File: src/ccf_pkg.sv
// Function
// - clear flag: read as one, write zero
// - zero write after zero read: no change
// - flag set after read survives zero write
// - writing one never changes a flag
// - flag A: pin A edge or match A
// - flag B: pin B edge or match B
// - flag C: pin C edge or match C
// - flag D: pin D edge or match D
// - two low control bits choose capture edge
// - C/D match flags set while buffering
// - wrap flag set on every counter overflow
// - mode select bit: 0 compare, 1 capture
// - unassigned I/O control bits read as one
// - I/O control acts only in timer mode
// - channel pin filters only in capture use
// - trigger filter only in two-phase with trigger
// - buffer bits make C/D buffers of A/B
// - capture moves old A/B into buffer first
package ccf_pkg;
  // ---------------------------------------------------------------
  // register indices (byte address is four times the index)
  // ---------------------------------------------------------------
  localparam logic [9:0] CCF_IDX_MODE = 10'h120;
  localparam logic [9:0] CCF_IDX_STATUS = 10'h123;
  localparam logic [9:0] CCF_IDX_IO_AB = 10'h124;
  localparam logic [9:0] CCF_IDX_IO_CD = 10'h125;
  localparam logic [9:0] CCF_IDX_COUNTER = 10'h126;
  localparam logic [9:0] CCF_IDX_GR_A = 10'h128;
  localparam logic [9:0] CCF_IDX_GR_B = 10'h129;
  localparam logic [9:0] CCF_IDX_GR_C = 10'h12A;
  localparam logic [9:0] CCF_IDX_GR_D = 10'h12B;
  localparam logic [9:0] CCF_IDX_FILTER = 10'h12C;
  localparam logic [9:0] CCF_IDX_CTRL2 = 10'h12D;
  // ---------------------------------------------------------------
  // reset values
  // ---------------------------------------------------------------
  localparam logic [7:0] CCF_RST_MODE = 8'h48;
  localparam logic [7:0] CCF_RST_IO = 8'h88;
  localparam logic [7:0] CCF_RST_FILTER = 8'h00;
  localparam logic [7:0] CCF_RST_CTRL2 = 8'h00;
  localparam logic [7:0] CCF_STATUS_ONES = 8'h70;
  localparam logic [7:0] CCF_IO_ONES = 8'h88;
  // ---------------------------------------------------------------
  // field positions
  // ---------------------------------------------------------------
  localparam int CCF_MODE_PWM_B = 0;
  localparam int CCF_MODE_PWM_C = 1;
  localparam int CCF_MODE_PWM_D = 2;
  localparam int CCF_MODE_TWO_PHASE_N = 3;
  localparam int CCF_MODE_BUF_C = 4;
  localparam int CCF_MODE_BUF_D = 5;
  localparam int CCF_MODE_START = 7;
  localparam int CCF_IO_CAP_LO = 2;
  localparam int CCF_IO_CAP_HI = 6;
  localparam int CCF_STAT_WRAP = 7;
  localparam int CCF_FILT_TRIG = 4;
  localparam int CCF_FILT_DIV_LSB = 6;
  localparam int CCF_CTRL2_TRIG_LSB = 6;
  localparam int CCF_FLAG_N = 5;
  localparam int CCF_FLAG_WRAP = 4;
  // ---------------------------------------------------------------
  // edge selections and filter timing
  // ---------------------------------------------------------------
  localparam logic [1:0] CCF_EDGE_RISE = 2'h0;
  localparam logic [1:0] CCF_EDGE_FALL = 2'h1;
  localparam logic [1:0] CCF_EDGE_BOTH = 2'h2;
  localparam logic [1:0] CCF_TRIG_OFF = 2'h0;
  localparam logic [1:0] CCF_TRIG_RISE = 2'h1;
  localparam logic [1:0] CCF_TRIG_FALL = 2'h2;
  localparam logic [5:0] CCF_DIV8_LAST = 6'h07;
  localparam logic [5:0] CCF_DIV32_LAST = 6'h1F;
  localparam logic [5:0] CCF_DIV64_LAST = 6'h3F;
  localparam int CCF_FILT_TAPS = 3;
endpackage : ccf_pkg

File: src/ccf_flag_if.sv
`timescale 1ns/1ps
`default_nettype none
interface ccf_flag_if;
  import ccf_pkg::*;
  logic [CCF_FLAG_N-1:0] set;
  logic [CCF_FLAG_N-1:0] flags;
  logic [CCF_FLAG_N-1:0] wdata;
  logic rd_take;
  logic wr_take;
  modport keeper (input set, input wdata, input rd_take, input wr_take, output flags);
  modport user (output set, output wdata, output rd_take, output wr_take, input flags);
endinterface : ccf_flag_if
`default_nettype wire

File: src/ccf_flag_bank.sv
`timescale 1ns/1ps
`default_nettype none
module ccf_flag_bank
  import ccf_pkg::*;
(
  input wire logic pclk,
  input wire logic presetn,
  ccf_flag_if.keeper fi
);
  logic [CCF_FLAG_N-1:0] flags_ff;
  logic [CCF_FLAG_N-1:0] seen_ff;
  logic [CCF_FLAG_N-1:0] nxt_flags;
  logic [CCF_FLAG_N-1:0] nxt_seen;
  logic [CCF_FLAG_N-1:0] clr;

  always_comb begin
    // only bits last read as one and now written zero may clear
    clr = fi.wr_take ? (seen_ff & ~fi.wdata) : '0;
    nxt_flags = (flags_ff & ~clr) | fi.set;
    nxt_seen = seen_ff & ~clr;
    if (fi.rd_take) begin
      nxt_seen = seen_ff | flags_ff;
    end
    // a fresh set forgets any earlier read, so a stale clear is lost
    nxt_seen = nxt_seen & ~fi.set;
  end

  always_ff @(posedge pclk or negedge presetn) begin
    if (!presetn) begin
      flags_ff <= '0;
      seen_ff <= '0;
    end else begin
      flags_ff <= nxt_flags;
      seen_ff <= nxt_seen;
    end
  end

  assign fi.flags = flags_ff;
endmodule : ccf_flag_bank
`default_nettype wire

File: src/ccf_pin_cond.sv
`timescale 1ns/1ps
`default_nettype none
module ccf_pin_cond
  import ccf_pkg::*;
(
  input wire logic pclk,
  input wire logic presetn,
  input wire logic pin,
  input wire logic samp_en,
  input wire logic filt_en,
  input wire logic [1:0] edge_sel,
  output logic edge_evt
);
  logic sync1_ff;
  logic sync2_ff;
  logic [CCF_FILT_TAPS-1:0] taps_ff;
  logic lvl_ff;
  logic prev_ff;
  logic [CCF_FILT_TAPS-1:0] nxt_taps;
  logic nxt_lvl;

  always_comb begin
    nxt_taps = taps_ff;
    nxt_lvl = lvl_ff;
    if (samp_en) begin
      nxt_taps = {taps_ff[CCF_FILT_TAPS-2:0], sync2_ff};
    end
    // filtered level moves only after three equal samples
    if (!filt_en) begin
      nxt_lvl = sync2_ff;
    end else if (&taps_ff) begin
      nxt_lvl = 1'b1;
    end else if (~|taps_ff) begin
      nxt_lvl = 1'b0;
    end
  end

  always_ff @(posedge pclk or negedge presetn) begin
    if (!presetn) begin
      sync1_ff <= 1'b0;
      sync2_ff <= 1'b0;
      taps_ff <= '0;
      lvl_ff <= 1'b0;
      prev_ff <= 1'b0;
    end else begin
      sync1_ff <= pin;
      sync2_ff <= sync1_ff;
      taps_ff <= nxt_taps;
      lvl_ff <= nxt_lvl;
      prev_ff <= lvl_ff;
    end
  end

  always_comb begin
    unique case (edge_sel)
      CCF_EDGE_RISE: edge_evt = lvl_ff & ~prev_ff;
      CCF_EDGE_FALL: edge_evt = ~lvl_ff & prev_ff;
      default: edge_evt = lvl_ff ^ prev_ff;
    endcase
  end
endmodule : ccf_pin_cond
`default_nettype wire

File: src/ccf_timer_top.sv
`timescale 1ns/1ps
`default_nettype none
module ccf_timer_top
  import ccf_pkg::*;
#(
  parameter int CNT_W = 16
)(
  input wire logic pclk,
  input wire logic presetn,
  input wire logic psel,
  input wire logic penable,
  input wire logic pwrite,
  input wire logic [11:0] paddr,
  input wire logic [31:0] pwdata,
  input wire logic [3:0] pstrb,
  output logic [31:0] prdata,
  output logic pready,
  output logic pslverr,
  input wire logic channel_pin_a,
  input wire logic channel_pin_b,
  input wire logic channel_pin_c,
  input wire logic channel_pin_d,
  input wire logic external_trigger_pin,
  output logic [CCF_FLAG_N-1:0] event_flags
);
  // ---------------------------------------------------------------
  // state
  // ---------------------------------------------------------------
  logic [7:0] mode_ff;
  logic [7:0] io_ab_ff;
  logic [7:0] io_cd_ff;
  logic [7:0] filter_ff;
  logic [1:0] trig_sel_ff;
  logic [CNT_W-1:0] cnt_ff;
  logic [CNT_W-1:0] gr_ff [4];
  logic [5:0] div_ff;
  logic [31:0] prdata_ff;
  logic pready_ff;
  logic pslverr_ff;
  logic [CCF_FLAG_N-1:0] flags_out_ff;

  logic [7:0] nxt_mode;
  logic [7:0] nxt_io_ab;
  logic [7:0] nxt_io_cd;
  logic [7:0] nxt_filter;
  logic [1:0] nxt_trig_sel;
  logic [CNT_W-1:0] nxt_cnt;
  logic [CNT_W-1:0] nxt_gr [4];
  logic [5:0] nxt_div;
  logic [31:0] nxt_prdata;
  logic nxt_pready;
  logic nxt_pslverr;

  ccf_flag_if flag_bus ();

  // ---------------------------------------------------------------
  // bus decode
  // ---------------------------------------------------------------
  logic setup;
  logic wr_done;
  logic [9:0] idx;
  logic mapped;
  logic lane0;

  assign setup = psel & ~penable;
  assign wr_done = psel & penable & pready_ff & pwrite;
  assign idx = paddr[11:2];
  assign lane0 = pstrb[0];

  always_comb begin
    unique case (idx)
      CCF_IDX_MODE, CCF_IDX_STATUS, CCF_IDX_IO_AB, CCF_IDX_IO_CD,
      CCF_IDX_COUNTER, CCF_IDX_GR_A, CCF_IDX_GR_B, CCF_IDX_GR_C,
      CCF_IDX_GR_D, CCF_IDX_FILTER, CCF_IDX_CTRL2: mapped = 1'b1;
      default: mapped = 1'b0;
    endcase
  end

  // ---------------------------------------------------------------
  // mode decode
  // ---------------------------------------------------------------
  logic run;
  logic two_phase;
  logic timer_mode;
  logic buf_c;
  logic buf_d;
  logic [3:0] cap_sel;
  logic [3:0] capture;
  logic [1:0] edge_sel [4];

  assign run = mode_ff[CCF_MODE_START];
  assign two_phase = ~mode_ff[CCF_MODE_TWO_PHASE_N];
  // any channel in pulse-width use occupies register A, so no timer use
  assign timer_mode = ~two_phase & ~mode_ff[CCF_MODE_PWM_B]
    & ~mode_ff[CCF_MODE_PWM_C] & ~mode_ff[CCF_MODE_PWM_D];
  assign buf_c = mode_ff[CCF_MODE_BUF_C];
  assign buf_d = mode_ff[CCF_MODE_BUF_D];
  assign cap_sel = {io_cd_ff[CCF_IO_CAP_HI], io_cd_ff[CCF_IO_CAP_LO],
                    io_ab_ff[CCF_IO_CAP_HI], io_ab_ff[CCF_IO_CAP_LO]};
  // capture selections are honoured only in plain timer mode
  assign capture = timer_mode ? cap_sel : 4'h0;
  assign edge_sel[0] = io_ab_ff[1:0];
  assign edge_sel[1] = io_ab_ff[5:4];
  assign edge_sel[2] = io_cd_ff[1:0];
  assign edge_sel[3] = io_cd_ff[5:4];

  // ---------------------------------------------------------------
  // filter sample divider
  // ---------------------------------------------------------------
  logic samp_en;
  logic [5:0] div_last;

  always_comb begin
    unique case (filter_ff[CCF_FILT_DIV_LSB +: 2])
      2'h0: div_last = 6'h00;
      2'h1: div_last = CCF_DIV8_LAST;
      2'h2: div_last = CCF_DIV32_LAST;
      default: div_last = CCF_DIV64_LAST;
    endcase
    samp_en = (div_ff >= div_last);
    nxt_div = samp_en ? 6'h00 : div_ff + 6'h01;
  end

  // ---------------------------------------------------------------
  // pin conditioning
  // ---------------------------------------------------------------
  logic [3:0] pins;
  logic [3:0] pin_evt;
  logic trig_evt_raw;
  logic trig_evt;
  logic trig_on;
  logic [1:0] trig_edge;

  assign pins = {channel_pin_d, channel_pin_c, channel_pin_b, channel_pin_a};

  genvar gi;
  generate
    for (gi = 0; gi < 4; gi++) begin : g_pin
      ccf_pin_cond u_cond (
        .pclk(pclk),
        .presetn(presetn),
        .pin(pins[gi]),
        .samp_en(samp_en),
        .filt_en(filter_ff[gi] & capture[gi]),
        .edge_sel(edge_sel[gi]),
        .edge_evt(pin_evt[gi])
      );
    end
  endgenerate

  assign trig_on = two_phase & (trig_sel_ff != CCF_TRIG_OFF);
  always_comb begin
    unique case (trig_sel_ff)
      CCF_TRIG_RISE: trig_edge = CCF_EDGE_RISE;
      CCF_TRIG_FALL: trig_edge = CCF_EDGE_FALL;
      default: trig_edge = CCF_EDGE_BOTH;
    endcase
  end

  ccf_pin_cond u_trig (
    .pclk(pclk),
    .presetn(presetn),
    .pin(external_trigger_pin),
    .samp_en(samp_en),
    .filt_en(filter_ff[CCF_FILT_TRIG] & trig_on),
    .edge_sel(trig_edge),
    .edge_evt(trig_evt_raw)
  );
  assign trig_evt = trig_evt_raw & trig_on;

  // ---------------------------------------------------------------
  // counter, matches and flag sources
  // ---------------------------------------------------------------
  logic [3:0] match;
  logic wrap;
  logic [3:0] cap_evt;

  generate
    for (gi = 0; gi < 4; gi++) begin : g_match
      // matches are counted only while running, so a parked counter stays quiet
      assign match[gi] = run & (cnt_ff == gr_ff[gi]);
      assign cap_evt[gi] = capture[gi] & pin_evt[gi];
    end
  endgenerate

  assign wrap = run & (&cnt_ff);

  always_comb begin
    flag_bus.set[0] = capture[0] ? pin_evt[0] : match[0];
    flag_bus.set[1] = capture[1] ? pin_evt[1] : match[1];
    flag_bus.set[2] = capture[2] ? pin_evt[2] : match[2];
    flag_bus.set[3] = capture[3] ? pin_evt[3] : match[3];
    flag_bus.set[CCF_FLAG_WRAP] = wrap;
  end

  // marker taken from the same flag values that the read returns
  assign flag_bus.rd_take = setup & ~pwrite & (idx == CCF_IDX_STATUS);
  assign flag_bus.wr_take = wr_done & lane0 & (idx == CCF_IDX_STATUS);
  assign flag_bus.wdata = {pwdata[CCF_STAT_WRAP], pwdata[3:0]};

  ccf_flag_bank u_flags (
    .pclk(pclk),
    .presetn(presetn),
    .fi(flag_bus.keeper)
  );

  // ---------------------------------------------------------------
  // register next values
  // ---------------------------------------------------------------
  logic [3:0] gr_wr;

  always_comb begin
    nxt_mode = mode_ff;
    nxt_io_ab = io_ab_ff;
    nxt_io_cd = io_cd_ff;
    nxt_filter = filter_ff;
    nxt_trig_sel = trig_sel_ff;
    nxt_cnt = run ? cnt_ff + {{(CNT_W-1){1'b0}}, 1'b1} : cnt_ff;
    for (int i = 0; i < 4; i++) begin
      nxt_gr[i] = gr_ff[i];
    end
    gr_wr = 4'h0;
    if (wr_done && lane0) begin
      unique case (idx)
        CCF_IDX_MODE: nxt_mode = pwdata[7:0];
        CCF_IDX_IO_AB: nxt_io_ab = pwdata[7:0];
        CCF_IDX_IO_CD: nxt_io_cd = pwdata[7:0];
        CCF_IDX_FILTER: nxt_filter = pwdata[7:0];
        CCF_IDX_CTRL2: nxt_trig_sel = pwdata[CCF_CTRL2_TRIG_LSB +: 2];
        CCF_IDX_COUNTER: nxt_cnt = pwdata[CNT_W-1:0];
        CCF_IDX_GR_A: gr_wr[0] = 1'b1;
        CCF_IDX_GR_B: gr_wr[1] = 1'b1;
        CCF_IDX_GR_C: gr_wr[2] = 1'b1;
        CCF_IDX_GR_D: gr_wr[3] = 1'b1;
        default: ;
      endcase
    end
    for (int i = 0; i < 4; i++) begin
      if (gr_wr[i]) begin
        nxt_gr[i] = pwdata[CNT_W-1:0];
      end
    end
    // hardware transfers win over a software write in the same cycle
    if (cap_evt[0]) begin
      nxt_gr[0] = cnt_ff;
      if (buf_c) begin
        nxt_gr[2] = gr_ff[0];
      end
    end else if (buf_c && !capture[0] && match[0] && !two_phase) begin
      nxt_gr[0] = gr_ff[2];
    end
    if (cap_evt[1]) begin
      nxt_gr[1] = cnt_ff;
      if (buf_d) begin
        nxt_gr[3] = gr_ff[1];
      end
    end else if (buf_d && !capture[1]) begin
      if (two_phase ? (match[0] || trig_evt) : match[1]) begin
        nxt_gr[1] = gr_ff[3];
      end
    end
    // C and D capture on their own only when not serving as buffers
    if (cap_evt[2] && !buf_c) begin
      nxt_gr[2] = cnt_ff;
    end
    if (cap_evt[3] && !buf_d) begin
      nxt_gr[3] = cnt_ff;
    end
  end

  // ---------------------------------------------------------------
  // read data and bus answer
  // ---------------------------------------------------------------
  always_comb begin
    nxt_prdata = prdata_ff;
    nxt_pready = setup;
    nxt_pslverr = setup & ~mapped;
    if (setup && !pwrite) begin
      nxt_prdata = 32'h0000_0000;
      unique case (idx)
        CCF_IDX_MODE: nxt_prdata[7:0] = mode_ff | 8'h40;
        CCF_IDX_STATUS: nxt_prdata[7:0] = CCF_STATUS_ONES
          | {flag_bus.flags[CCF_FLAG_WRAP], 3'h0, flag_bus.flags[3:0]};
        CCF_IDX_IO_AB: nxt_prdata[7:0] = io_ab_ff | CCF_IO_ONES;
        CCF_IDX_IO_CD: nxt_prdata[7:0] = io_cd_ff | CCF_IO_ONES;
        CCF_IDX_COUNTER: nxt_prdata[CNT_W-1:0] = cnt_ff;
        CCF_IDX_GR_A: nxt_prdata[CNT_W-1:0] = gr_ff[0];
        CCF_IDX_GR_B: nxt_prdata[CNT_W-1:0] = gr_ff[1];
        CCF_IDX_GR_C: nxt_prdata[CNT_W-1:0] = gr_ff[2];
        CCF_IDX_GR_D: nxt_prdata[CNT_W-1:0] = gr_ff[3];
        CCF_IDX_FILTER: nxt_prdata[7:0] = filter_ff;
        CCF_IDX_CTRL2: nxt_prdata[CCF_CTRL2_TRIG_LSB +: 2] = trig_sel_ff;
        default: ;
      endcase
    end
  end

  // ---------------------------------------------------------------
  // registers
  // ---------------------------------------------------------------
  always_ff @(posedge pclk or negedge presetn) begin
    if (!presetn) begin
      mode_ff <= CCF_RST_MODE;
      io_ab_ff <= CCF_RST_IO;
      io_cd_ff <= CCF_RST_IO;
      filter_ff <= CCF_RST_FILTER;
      trig_sel_ff <= CCF_RST_CTRL2[CCF_CTRL2_TRIG_LSB +: 2];
      cnt_ff <= '0;
      for (int i = 0; i < 4; i++) begin
        gr_ff[i] <= '1;
      end
      div_ff <= 6'h00;
      prdata_ff <= 32'h0000_0000;
      pready_ff <= 1'b0;
      pslverr_ff <= 1'b0;
      flags_out_ff <= '0;
    end else begin
      mode_ff <= nxt_mode;
      io_ab_ff <= nxt_io_ab;
      io_cd_ff <= nxt_io_cd;
      filter_ff <= nxt_filter;
      trig_sel_ff <= nxt_trig_sel;
      cnt_ff <= nxt_cnt;
      for (int i = 0; i < 4; i++) begin
        gr_ff[i] <= nxt_gr[i];
      end
      div_ff <= nxt_div;
      prdata_ff <= nxt_prdata;
      pready_ff <= nxt_pready;
      pslverr_ff <= nxt_pslverr;
      flags_out_ff <= flag_bus.flags;
    end
  end

  assign prdata = prdata_ff;
  assign pready = pready_ff;
  assign pslverr = pslverr_ff;
  assign event_flags = flags_out_ff;
endmodule : ccf_timer_top
`default_nettype wire

File: config.mk
export PLATFORM = sky130hd
export DESIGN_NAME = ccf_timer_top
export DESIGN_NICKNAME = d
export VERILOG_FILES = /design/src/ccf_pkg.sv /design/src/ccf_flag_if.sv /design/src/ccf_flag_bank.sv /design/src/ccf_pin_cond.sv /design/src/ccf_timer_top.sv
export SDC_FILE = /design/constraint.sdc
export NUM_CORES = 1
export LEC_CHECK = 0
export ABC_AREA = 1
export BUFFER_PORTS_ARGS = -buffer_cell sky130_fd_sc_hd__buf_2
export CORE_ASPECT_RATIO = 1.2
export CORE_MARGIN = 3
export CORE_UTILIZATION = 40
export DETAILED_ROUTE_END_ITERATION = 10
export PLACE_DENSITY = 0.61
export SKIP_CTS_REPAIR_TIMING = 1
export SLEW_MARGIN = 5
export SYNTH_ARGS = -nofsm -noshare
export SYNTH_HDL_FRONTEND = slang
export SYNTH_SLANG_ARGS = --single-unit
File: constraint.sdc
create_clock -name pclk -period 4 [get_ports pclk]
set_clock_uncertainty 0.05 [all_clocks]
set_input_delay 0.6 -clock pclk [delete_from_list [all_inputs] [get_ports pclk]]
set_output_delay 0.6 -clock pclk [all_outputs]
set_load 0.01 [all_outputs]
=== Word level (Yosys, flattened, before mapping) ===
Index checks and enable logic that the tools add are counted.

* Flip-flop bits (word level): 186
* Input bits: 58
* Output and inout bits: 39
* Word-level logic and storage cells: 240

* Add/subtract/negate cells: 2
* Magnitude comparators: 1
* Equality and inequality tests: 29
* Multiplexer cells: 58
* Bitwise logic cells: 69
* Reductions and logical operators: 39

{| class="wikitable"
|+ Operators with widths
! operator !! number
|-
| two-way mux 16 bit || 18
|-
| == test 10 x 9 -> 1 bit, second input constant || 11
|-
| == test 16 bit || 4
|-
| one-hot mux 6 bit (10 select lines) || 1
|-
| one-hot mux 8 bit (5 select lines) || 1
|-
| bitwise AND 1 bit || 38
|-
| two-way mux 1 bit || 25
|-
| one-hot mux 2 bit (11 select lines) || 1
|-
| bitwise AND 5 bit || 4
|-
| one-hot mux 6 bit (3 select lines) || 1
|-
| inverter 1 bit || 17
|-
| adder 16 x 1 -> 16 bit, second input constant || 1
|-
| AND reduction 16 bit || 1
|-
| inequality test 3 bit, second input constant || 5
|-
| inverter 5 bit || 3
|-
| AND reduction 3 bit || 5
|-
| OR reduction 3 bit || 5
|-
| == test 2 x 1 -> 1 bit, second input constant || 7
|-
| zero test 2 bit || 6
|-
| OR reduction 11 bit || 1
|-
| two-way mux 5 bit || 2
|-
| bitwise OR 5 bit || 2
|-
| one-hot mux 1 bit (2 select lines) || 5
|-
| AND reduction 2 bit || 5
|-
| other kinds (12) || 29
|}

=== Depth between registers and ports, before layout ===
Gate-level depths: netlist (run 1).

* Depth in word-level cells: 11
* Depth in mapped cells: 15
* Depth with buffers taken out: 13

=== Cells and area by module ===
From an unflattened synthesis (run 1), not the netlist that was laid out.

* Cells, all modules: 1583
* Area, all modules: 11426.0 sq um

{| class="wikitable"
|+ Modules (own cells, without submodules)
! module !! instances !! cells an instance !! area an instance (sq um) !! sequential area each (sq um)
|-
| ccf_timer_top || 1 || 1362 || 9469.1 || 3534.6
|-
| ccf_pin_cond || 5 || 32 || 299.0 || 175.2
|-
| ccf_flag_bank || 1 || 61 || 461.7 || 250.2
|}

=== Worst setup path after synthesis (run 1) ===
No wires, ideal clock.

* Path type: input port to flip-flop
* From: input port paddr[7]
* To: register cnt_ff[0]
* Library setup time: 0.133 ns
* Arrival: 1.762 ns
* Data required time: 3.817 ns
* Slack: 2.055 ns
* Stages on the path: 10
* Buffers on the path: 1
* Cell sequence: inv_1 -> nor2_1 -> nand2_1 -> inv_1 -> nand3_1 -> nor2_1 -> inv_1 -> clkbuf_1 -> o21ai_0 -> o21ai_0

* Word-level cells in the longest chain between the ends: 3

{| class="wikitable"
|+ Ends and longest elaborated chain
! what !! RTL line !! RTL
|-
| start, declared || ccf_timer_top.sv:13 || <nowiki>input wire logic [11:0] paddr,</nowiki>
|-
| == test 10 x 9 -> 1 bit || ccf_timer_top.sv:224 || <nowiki>unique case (idx)</nowiki>
|-
| two-way mux 16 bit || ccf_timer_top.sv:224 ||
|-
| two-way mux 16 bit || ccf_timer_top.sv:223 || <nowiki>if (wr_done && lane0) begin</nowiki>
|-
| named net nxt_cnt[0] || ccf_timer_top.sv:47 || <nowiki>logic [CNT_W-1:0] nxt_cnt;</nowiki>
|-
| end signal, assigned || ccf_timer_top.sv:323 || <nowiki>cnt_ff <= nxt_cnt;</nowiki>
|-
| end, declared || ccf_timer_top.sv:34 || <nowiki>logic [CNT_W-1:0] cnt_ff;</nowiki>
|}

The timed path passes the listed nets, and every way through them passes these cells.
A chain may end at the register's enable or synchronous reset.

==> metrics.txt, run 1 <==
synthesized instance count 1,473; met1 Use GR 31.8%; Vias per Instance 5.70; RSZ-0062 raised after global routing false; GRT busiest layer met2; antenna cells 0; cell family with most CP delay simple AND/OR/NAND/NOR gates; WL final 37,900 µm; switching portion of total power 27.0%; top post-synthesis cells by count 358 x nand2_1, 161 x o21ai_0, 151 x inv_1; Slowest-stage cell, CP dfrtp_1; crit-path max FO 17; fillcell total 2,762; htree depth 4; clock share of power 45.6%; hpwl dp 26,700 µm; max cap viols 0; sequential cell area 4660 µm²; Post-synth ARST share 100%; most used cell, CP nand2_1; Die Span X 159 µm; CTS tree built; count leader, synth nand2_1; Final nets 1,578; Yosys reg bits 183; Crit. End Element flop; status completed; core area 27,300 µm²; CP startpoint kind flop; final setup fails 0; Leak Pwr 5.81 nW; die height 189 µm; number of buffers on the longest clock path 2; Multi-input gate area 5360 µm²; WP buf/inv 1; area delta synth->final 9.50%; first drt pass iteration count 9; DRC 0; clock latency at the later pin of the worst-skew pair 0.46 ns; sequential fraction of the synthesis area 41.8%; site row count 66; first-pass GRT wire length 58,800 µm; setup TNS 0 ns; IO Port Bufs 59; Power Density 310 nW/µm²; Pins Over Slew Limit 0; CTS buffer count 17; Clk pin slew, worst setup/hold paths 0.09 ns; post-synth top area share 26.5%; worst-path cell chain inv_1 -> nand2_1 -> nand4_1 -> nor2_1 -> nand3_1 -> nand2_2 -> nand3_4 -> nand2_1 -> nand3_1 -> nand2_1; mean cell area of the mapped netlist 7.58 µm²; overall power 3.79 mW; Global Route met3 Usage 3.52%; GPL Wtd Cong 0.946; GRT overflow 0; crit-path max cell delay 0.55 ns; critical path arrival 3.29 ns; initial antenna violation count 0; initial drt markers 1,154; # clock sinks 183; vias in the first global route 10,200; Main synth FF type dfrtp_1; Least-Margin Pin Slew 1.17 ns; yosys warns 0; WP data required 4.34 ns; Initial Util 40.8%; largest net degree at the start of global routing 103; Clk Tree Root Cell clkbuf_16; Tmin final 2.96 ns; Psw 1.02 mW; synth top area cells dfrtp_1 26%, dfstp_2 15%, nand2_1 12%; Worst VDD drop 0.200 mV; number of flops mapped to enable cells by yosys 0; post-route ant nets 0; Synth area leader dfrtp_1; wire length per cell 20.1 µm; fin crit share 73.9%; Slew HR 21.9%; worst hold path type in2reg; Vias 10,700; M2 GR Usage 42.2%; Critical Setup Path Class reg2reg; Logic pwr share 4.6%; Die Area 30,000 µm²; share of layout cells above drive strength 1 14.9%; IO Count 97; Post-Syn Area 11,200 µm²; f_max 338 MHz; final-report hold violation count 0; Int Pwr 2.77 mW; sequential share of power 49.8%; gr usage total 25.6%; Yosys cell types 54
-- layout make-up --
| class | instances | area share [%] |
|---|---|---|
| Sequential cell | 183 | 38.1 |
| Clock buffer | 17 | 3.48 |
| Multi-Input combinational cell | 1043 | 43.8 |
| Tap cell | 374 | 3.83 |
| Inverter | 176 | 5.56 |
| Clock inverter | 15 | 1.43 |
| Timing Repair Buffer | 78 | 3.76 |
-- layout by cell type, fill, tap and decap left out, drive strengths merged, types with 3 or more instances in the layout --
master   instances
xor2            21
nor3b            3
nor3            21
nor2            99
inv            175
a21oi           57
clkinv          15
nand4           52
dfstp           65
mux2             3
buf             77
ha              21
a211oi           3
nand2          362
a22oi            3
dfrtp          118
nor4             5
xnor2           10
o2111ai          3
a31oi            3
o21ai          175
clkbuf          18
conb            16
o22ai           69
nand3           98
o211ai          10
-- kinds of logic (layout without fill, tap and decap cells) --
group	count (synthesis)	after routing	share of synthesized area (%)
AOI/OAI and AO/OA	330	330	16.4
xor gates and xnor gates	31	31	2.43
adders and majority gates	21	21	2.35
buffers and inverters	262	286	10.8
DFF	183	183	41.8
muxes	3	3	0.303
other	1	16	0.0336
and+or+nand+nor	642	642	25.9
-- state kept, by name, summed over array words and instances (netlist names), 2 cells and up --
name and count:
filter_ff 8, u_flags.fi.flags 5, g_pin.u_cond.lvl_ff 4, g_pin.u_cond.sync1_ff 4
mode_ff 7, g_pin.u_cond.taps_ff 12, gr_ff 64, div_ff 6
g_pin.u_cond.sync2_ff 4, g_pin.u_cond.prev_ff 4, event_flags 5, io_ab_ff 6
u_trig.taps_ff 3, io_cd_ff 6, prdata 16, cnt_ff 16
trig_sel_ff 2, u_flags.seen_ff 5
-- power groups by stage --
stage,clock network [mW],registers [mW],logic (mW)
after detailed placement,0,1.92,0.175
after global placement,0,1.92,0.173
final,1.73,1.89,0.174
after global routing,1.84,1.89,0.197
after CTS,1.76,1.89,0.176
after floorplan,0,1.92,0.0810
-- final timing paths --
path,start,to,slack [ns],depth (start not counted)
min in group asynchronous,presetn,prdata[15],0.20,1
min reg2reg,u_trig.sync1_ff,u_trig.sync2_ff,0.30,0
max,cnt_ff[2],gr_ff[34],1.04,10
max in group asynchronous,presetn,u_trig.prev_ff,2.79,2
max reg2reg,cnt_ff[2],gr_ff[34],1.04,10
min,channel_pin_d,g_pin[3].u_cond.sync1_ff,0.19,1
-- metal layers --
metal | vias up | routed length [µm]
li1 | 4942 | -
met1 | 5122 | 14500
met4 | 0 | 2530
met3 | 147 | 2710
met5 | - | 0
met2 | 531 | 18200
-- metrics by stage --
stage          instance area, µm²  hold WS (ns)  worst slack, ns  util (%)  instances
2_1_floorplan               11200         0.254             2.06         -       1488
3_3_place_gp                11600         0.284             1.12      42.5       1854
3_5_place_dp                11600         0.287             1.14      42.5       1854
4_1_cts                     12200         0.185             1.17      44.7       1886
5_1_grt                     12200         0.191            0.953      44.7       1886
6_report                    12200         0.192             1.04      44.7       1886
-- worst reg2reg max path: stages (launching register included) --
cell	delay, ns
dfrtp_1	0.55
inv_1	0.25
nand2_1	0.10
nand4_1	0.18
nor2_1	0.29
nand3_1	0.29
nand2_2	0.49
nand3_4	0.40
nand2_1	0.16
nand3_1	0.08
nand2_1	0.08
Note: power is estimated with default switching activity, not from simulation.
==> inputs of run 2 (changes only) <==
==> constraint.sdc (replaced) <==
create_clock -name pclk -period 2.75 [get_ports pclk]
set_clock_uncertainty 0.05 [all_clocks]
set_input_delay 0.4125 -clock pclk [delete_from_list [all_inputs] [get_ports pclk]]
set_output_delay 0.4125 -clock pclk [all_outputs]
set_load 0.01 [all_outputs]
==> run 2 against run 1 <==
Net effect: sequential cell count did not move; combinational power rose by 53%; core utilization rose by 1.5 points; critical path depth did not move; non-clock buffer count rose by 45; setup slack got worse by 0.70 ns; cell count rose by 2.4%; register-to-register slack got worse by 0.70 ns; first-iteration DRC count fell by 16%; clock power rose by 55%; maximum frequency rose by 23%; count of clock-buffer cells in the layout did not move; critical endpoint is now gr_ff[42]; highest routed layer unchanged.
==> metrics.txt, run 2 (synthesis results as in run 1) <==
htree depth 4; fin crit share 87.6%; max reg flops 64; clock latency at the later pin of the worst-skew pair 0.46 ns; commonest non-fill, non-tap cell in the layout nand2_1; final setup fails 0; Tmin final 2.41 ns; most frequent cells in the layout 358 x nand2_1, 161 x o21ai_0, 151 x inv_1; r2r worst-path depth 10; hold_ws 0.00697 ns; Pins Over Slew Limit 0; overall power 5.69 mW; WL final 40,200 µm; crit-path max FO 12; first drt pass iteration count 6; DRC 0; CTS tree built; WP data required 3.08 ns; share of layout cells above drive strength 1 17.1%; Vias 10,800; Leak Pwr 6.06 nW; # clock sinks 183; M2 GR Usage 42.7%; met1 Use GR 33.9%; Clk pin slew, worst setup/hold paths 0.08 ns; number of buffers on the longest clock path 2; Least-Margin Pin Slew 0.626 ns; Psw 1.55 mW; final-report hold violation count 0; worst hold path type in2reg; Int Pwr 4.14 mW; Clk Tree Root Cell clkbuf_16; max cap viols 0; Util after Layout 46.3%; Die Span X 159 µm; first-pass GRT wire length 60,800 µm; Worst VDD drop 0.349 mV; GPL Wtd Cong 0.961; Crit. End Element flop; Initial Util 40.8%; hold depth 1; wire length per cell 20.8 µm; Multi-input gate area 5360 µm²; largest net degree at the start of global routing 70; Global Route met3 Usage 4.30%; sequential share of power 48.2%; initial antenna violation count 0; f_max 415 MHz; CP startpoint kind flop; clock share of power 47.1%; DP Worst Slack 0.296 ns; initial drt markers 967; vias in the first global route 10,300; core area 27,300 µm²; post-route ant nets 0; fillcell total 2,760; hpwl dp 28,800 µm; critical path arrival 2.74 ns; Die Area 30,000 µm²; Power Density 450 nW/µm²; crit path setup slack, layout 0.340 ns; status completed; area delta synth->final 13.3%; die height 189 µm; GRT overflow 0; Logic pwr share 4.7%; antenna cells 0; sequential cell area 4660 µm²; Vias per Instance 5.59; Final nets 1,623; setup TNS 0 ns; IO Port Bufs 59; RSZ-0062 raised after global routing false; site row count 66; Critical Setup Path Class reg2reg; most flop-heavy register gr_ff; gr usage total 26.9%; CTS buffer count 17; GRT busiest layer met2; switching portion of total power 27.2%; Slew HR 58.2%; IO Count 97
run 2: changes by cell type in the layout (fill, tap and decap cells not counted), moves of 2 or more:
| cell | previous run | this run |
|---|---|---|
| buf_4 | 18 | 57 |
| dlygate4sd3_1 | 0 | 4 |
| buf_12 | 1 | 3 |
| clkinv_8 | 5 | 7 |
| inv_6 | 3 | 1 |
run 2: final timing paths:
| check | end | slack, ns | startpoint |
|---|---|---|---|
| setup / recovery | gr_ff[42] | 0.34 | mode_ff[7] |
| hold / removal | u_trig.sync1_ff | 0.007 | external_trigger_pin |
| setup reg to reg | gr_ff[42] | 0.34 | mode_ff[7] |
| hold reg to reg | g_pin[3].u_cond.sync2_ff | 0.30 | g_pin[3].u_cond.sync1_ff |
| max in group asynchronous | gr_ff[18] | 1.38 | presetn |
| min in group asynchronous | cnt_ff[13] | 0.48 | presetn |
run 2: layer usage:
metal  wire, µm  up-vias
met3       2950      149
met2      18800      538
met4       2780        0
met1      15700     5084
li1           -     5030
met5          0        -
run 2: power groups by stage:
| stage | clock, mW | combinational (mW) | sequential [mW] |
|---|---|---|---|
| detailed placement | 0 | 0.265 | 2.80 |
| finish | 2.68 | 0.267 | 2.75 |
| CTS | 2.72 | 0.266 | 2.75 |
| floorplan | 0 | 0.118 | 2.79 |
| global route | 2.82 | 0.300 | 2.75 |
| global placement | 0 | 0.262 | 2.79 |
run 2: per-stage QoR:
| step | instances | instance area [µm²] |
|---|---|---|
| 6_report | 1931 | 12600 |
| 5_1_grt | 1931 | 12600 |
| 4_1_cts | 1927 | 12600 |
| 3_5_place_dp | 1895 | 12000 |
| 3_3_place_gp | 1895 | 12000 |
| 2_1_floorplan | 1488 | 11200 |
run 2: critical path, stage by stage, from the launching register on:
cell,delay (ns)
dfrtp_1,0.54
inv_2,0.18
a21oi_1,0.18
nand4_1,0.19
nor2_1,0.15
nand3_1,0.23
nand2_2,0.24
buf_4,0.27
nand4_1,0.10
nand3_1,0.14
nand2_1,0.06
run 2: cell type report:
class / instances / share of cell area, %
clock buffer: 17 / 3.36
clock inverter: 15 / 1.76
inverter: 176 / 5.37
multi-input combinational: 1043 / 42.4
sequential: 183 / 36.9
tap: 374 / 3.70
timing repair buffer: 123 / 6.58
==> inputs of run 3 (changes only) <==
--- a/config.mk
+++ b/config.mk
@@ -7,11 +7,13 @@
 export LEC_CHECK = 0
 export ABC_AREA = 1
 export BUFFER_PORTS_ARGS = -buffer_cell sky130_fd_sc_hd__buf_2
+export CELL_PAD_IN_SITES_DETAIL_PLACEMENT = 0
+export CELL_PAD_IN_SITES_GLOBAL_PLACEMENT = 1
 export CORE_ASPECT_RATIO = 1.2
 export CORE_MARGIN = 3
 export CORE_UTILIZATION = 40
 export DETAILED_ROUTE_END_ITERATION = 10
-export PLACE_DENSITY = 0.61
+export PLACE_DENSITY = 0.77
 export SKIP_CTS_REPAIR_TIMING = 1
 export SLEW_MARGIN = 5
 export SYNTH_ARGS = -nofsm -noshare
==> run 3 against run 2 <==
Net effect: count of clock-buffer cells in the layout grew 1; cell count barely moved; largest power group unchanged; design area decreased by 0.57%; critical endpoint is now cnt_ff[14].
==> metrics.txt, run 3 (synthesis results as in run 1) <==
first-pass GRT wire length 62,500 µm; largest net degree at the start of global routing 60; die height 189 µm; WL final 40,900 µm; hpwl dp 29,100 µm; Die Span X 159 µm; f_max 411 MHz; max cap viols 0; status completed; launch point of the worst reg-to-reg path cnt_ff[1]; final setup fails 0; Clk pin slew, worst setup/hold paths 0.07 ns; post-route ant nets 0; Vias per Instance 5.64; final-report hold violation count 0; most frequent cells in the layout 358 x nand2_1, 161 x o21ai_0, 151 x inv_1; site row count 66; gr usage total 27.7%; r2r worst-path depth 10; GPL Wtd Cong 0.945; wire length per cell 21.2 µm; CP startpoint kind flop; htree depth 4; initial drt markers 1,075; Worst Setup EP cnt_ff[14]; fillcell total 2,759; Leak Pwr 6.02 nW; Initial Util 40.8%; CTS buffer count 17; Pins Over Slew Limit 0; most flop-heavy register gr_ff; critical path arrival 2.71 ns; commonest non-fill, non-tap cell in the layout nand2_1; final non-filler cell total 1,930; clock latency at the later pin of the worst-skew pair 0.45 ns; core area 27,300 µm²; IO Port Bufs 59; Power Density 439 nW/µm²; area delta synth->final 12.6%; flop-to-flop setup slack 0.31 ns; share of layout cells above drive strength 1 17.2%; Final nets 1,622; crit-path max FO 10; DRC 0; Worst Setup SP cnt_ff[1]; IO Count 97; post-route cell area 12,600 µm²; initial antenna violation count 0; antenna cells 0; Worst VDD drop 0.311 mV; Slew HR 53.2%; CTS tree built; vias in the first global route 10,500; Die Area 30,000 µm²; Reg2Reg Capture Point cnt_ff[14]; Crit. End Element flop; first drt pass iteration count 6; number of buffers on the longest clock path 2; WP data required 3.02 ns; Clk Tree Root Cell clkbuf_16; fin crit share 88.6%; worst hold path type in2reg; setup TNS 0 ns; Critical Setup Path Class reg2reg; GRT overflow 0; max reg flops 64; RSZ-0062 raised after global routing false; Vias 10,900; # clock sinks 183; placed instance area 12,000 µm²; cell total after placement 1,897; Tmin final 2.44 ns; Least-Margin Pin Slew 0.696 ns
## run 3: cell count changes in the layout (fill, tap and decap cells not counted), sizes merged
cell / change
clkinv: -4
clkinvlp: +3
dlygate4sd3: -3
buf: +2
bufinv: +1
clkbuf: +1
inv: -1
## run 3: how the worst min path moves through the flow
stage	to	cells past startpoint	start
finish	g_pin[2].u_cond.sync1_ff	1	channel_pin_c
global route	g_pin[1].u_cond.sync1_ff	1	channel_pin_b
CTS	g_pin[0].u_cond.sync1_ff	1	presetn
detailed placement	g_pin[0].u_cond.sync2_ff	0	g_pin[0].u_cond.sync1_ff
global placement	g_pin[1].u_cond.sync2_ff	0	g_pin[1].u_cond.sync1_ff
floorplan	cnt_ff[0]	0	presetn
## run 3: layout make-up
class,count,area [µm²],area share [%]
repair buffers,122,830,6.60
clock buffers,18,429,3.41
well taps,374,468,3.72
inverters,176,679,5.40
multi-input cells,1043,5360,42.6
clock inverters,14,149,1.18
flip-flops and latches,183,4660,37.1
## run 3: per-stage QoR
stage / util (%) / setup slack (ns) / hold slack, ns / power [mW]
global route: 46.0 / 0.0795 / 0.00173 / 5.71
global placement: 43.8 / 0.429 / 0.286 / 3.06
CTS: 46.0 / 0.396 / -0.0722 / 5.56
finish: 46.0 / 0.314 / 0.0203 / 5.52
floorplan: - / 0.909 / 0.0669 / 2.91
detailed placement: 43.8 / 0.407 / 0.290 / 3.06
## run 3: where the power goes
part / switching (mW) / internal (mW)
Sequential: 0.0188 / 2.73
Combinational: 0.192 / 0.0734
Clock: 1.16 / 1.35
Total: 1.37 / 4.15
## run 3: metal layers
metal  part of all wire, %  vias to the layer above  routed length [µm]  track usage, %
met3                   7.2                      168                2930            5.08
met4                   7.3                        0                2970            17.1
li1                      -                     5025                   -               -
met2                    46                      544               19000            43.8
met1                    39                     5152               16000            34.7
met5                     0                        -                   0               0
## run 3: worst max-delay path: stages, from the launching register on
cell	delay (ns)
dfrtp_1	0.58
ha_1	0.25
nand2_1	0.06
nor2_1	0.18
nand4_1	0.22
nor2_1	0.21
nand3_1	0.27
nor2_1	0.24
inv_1	0.08
nand3_1	0.08
o21ai_0	0.09
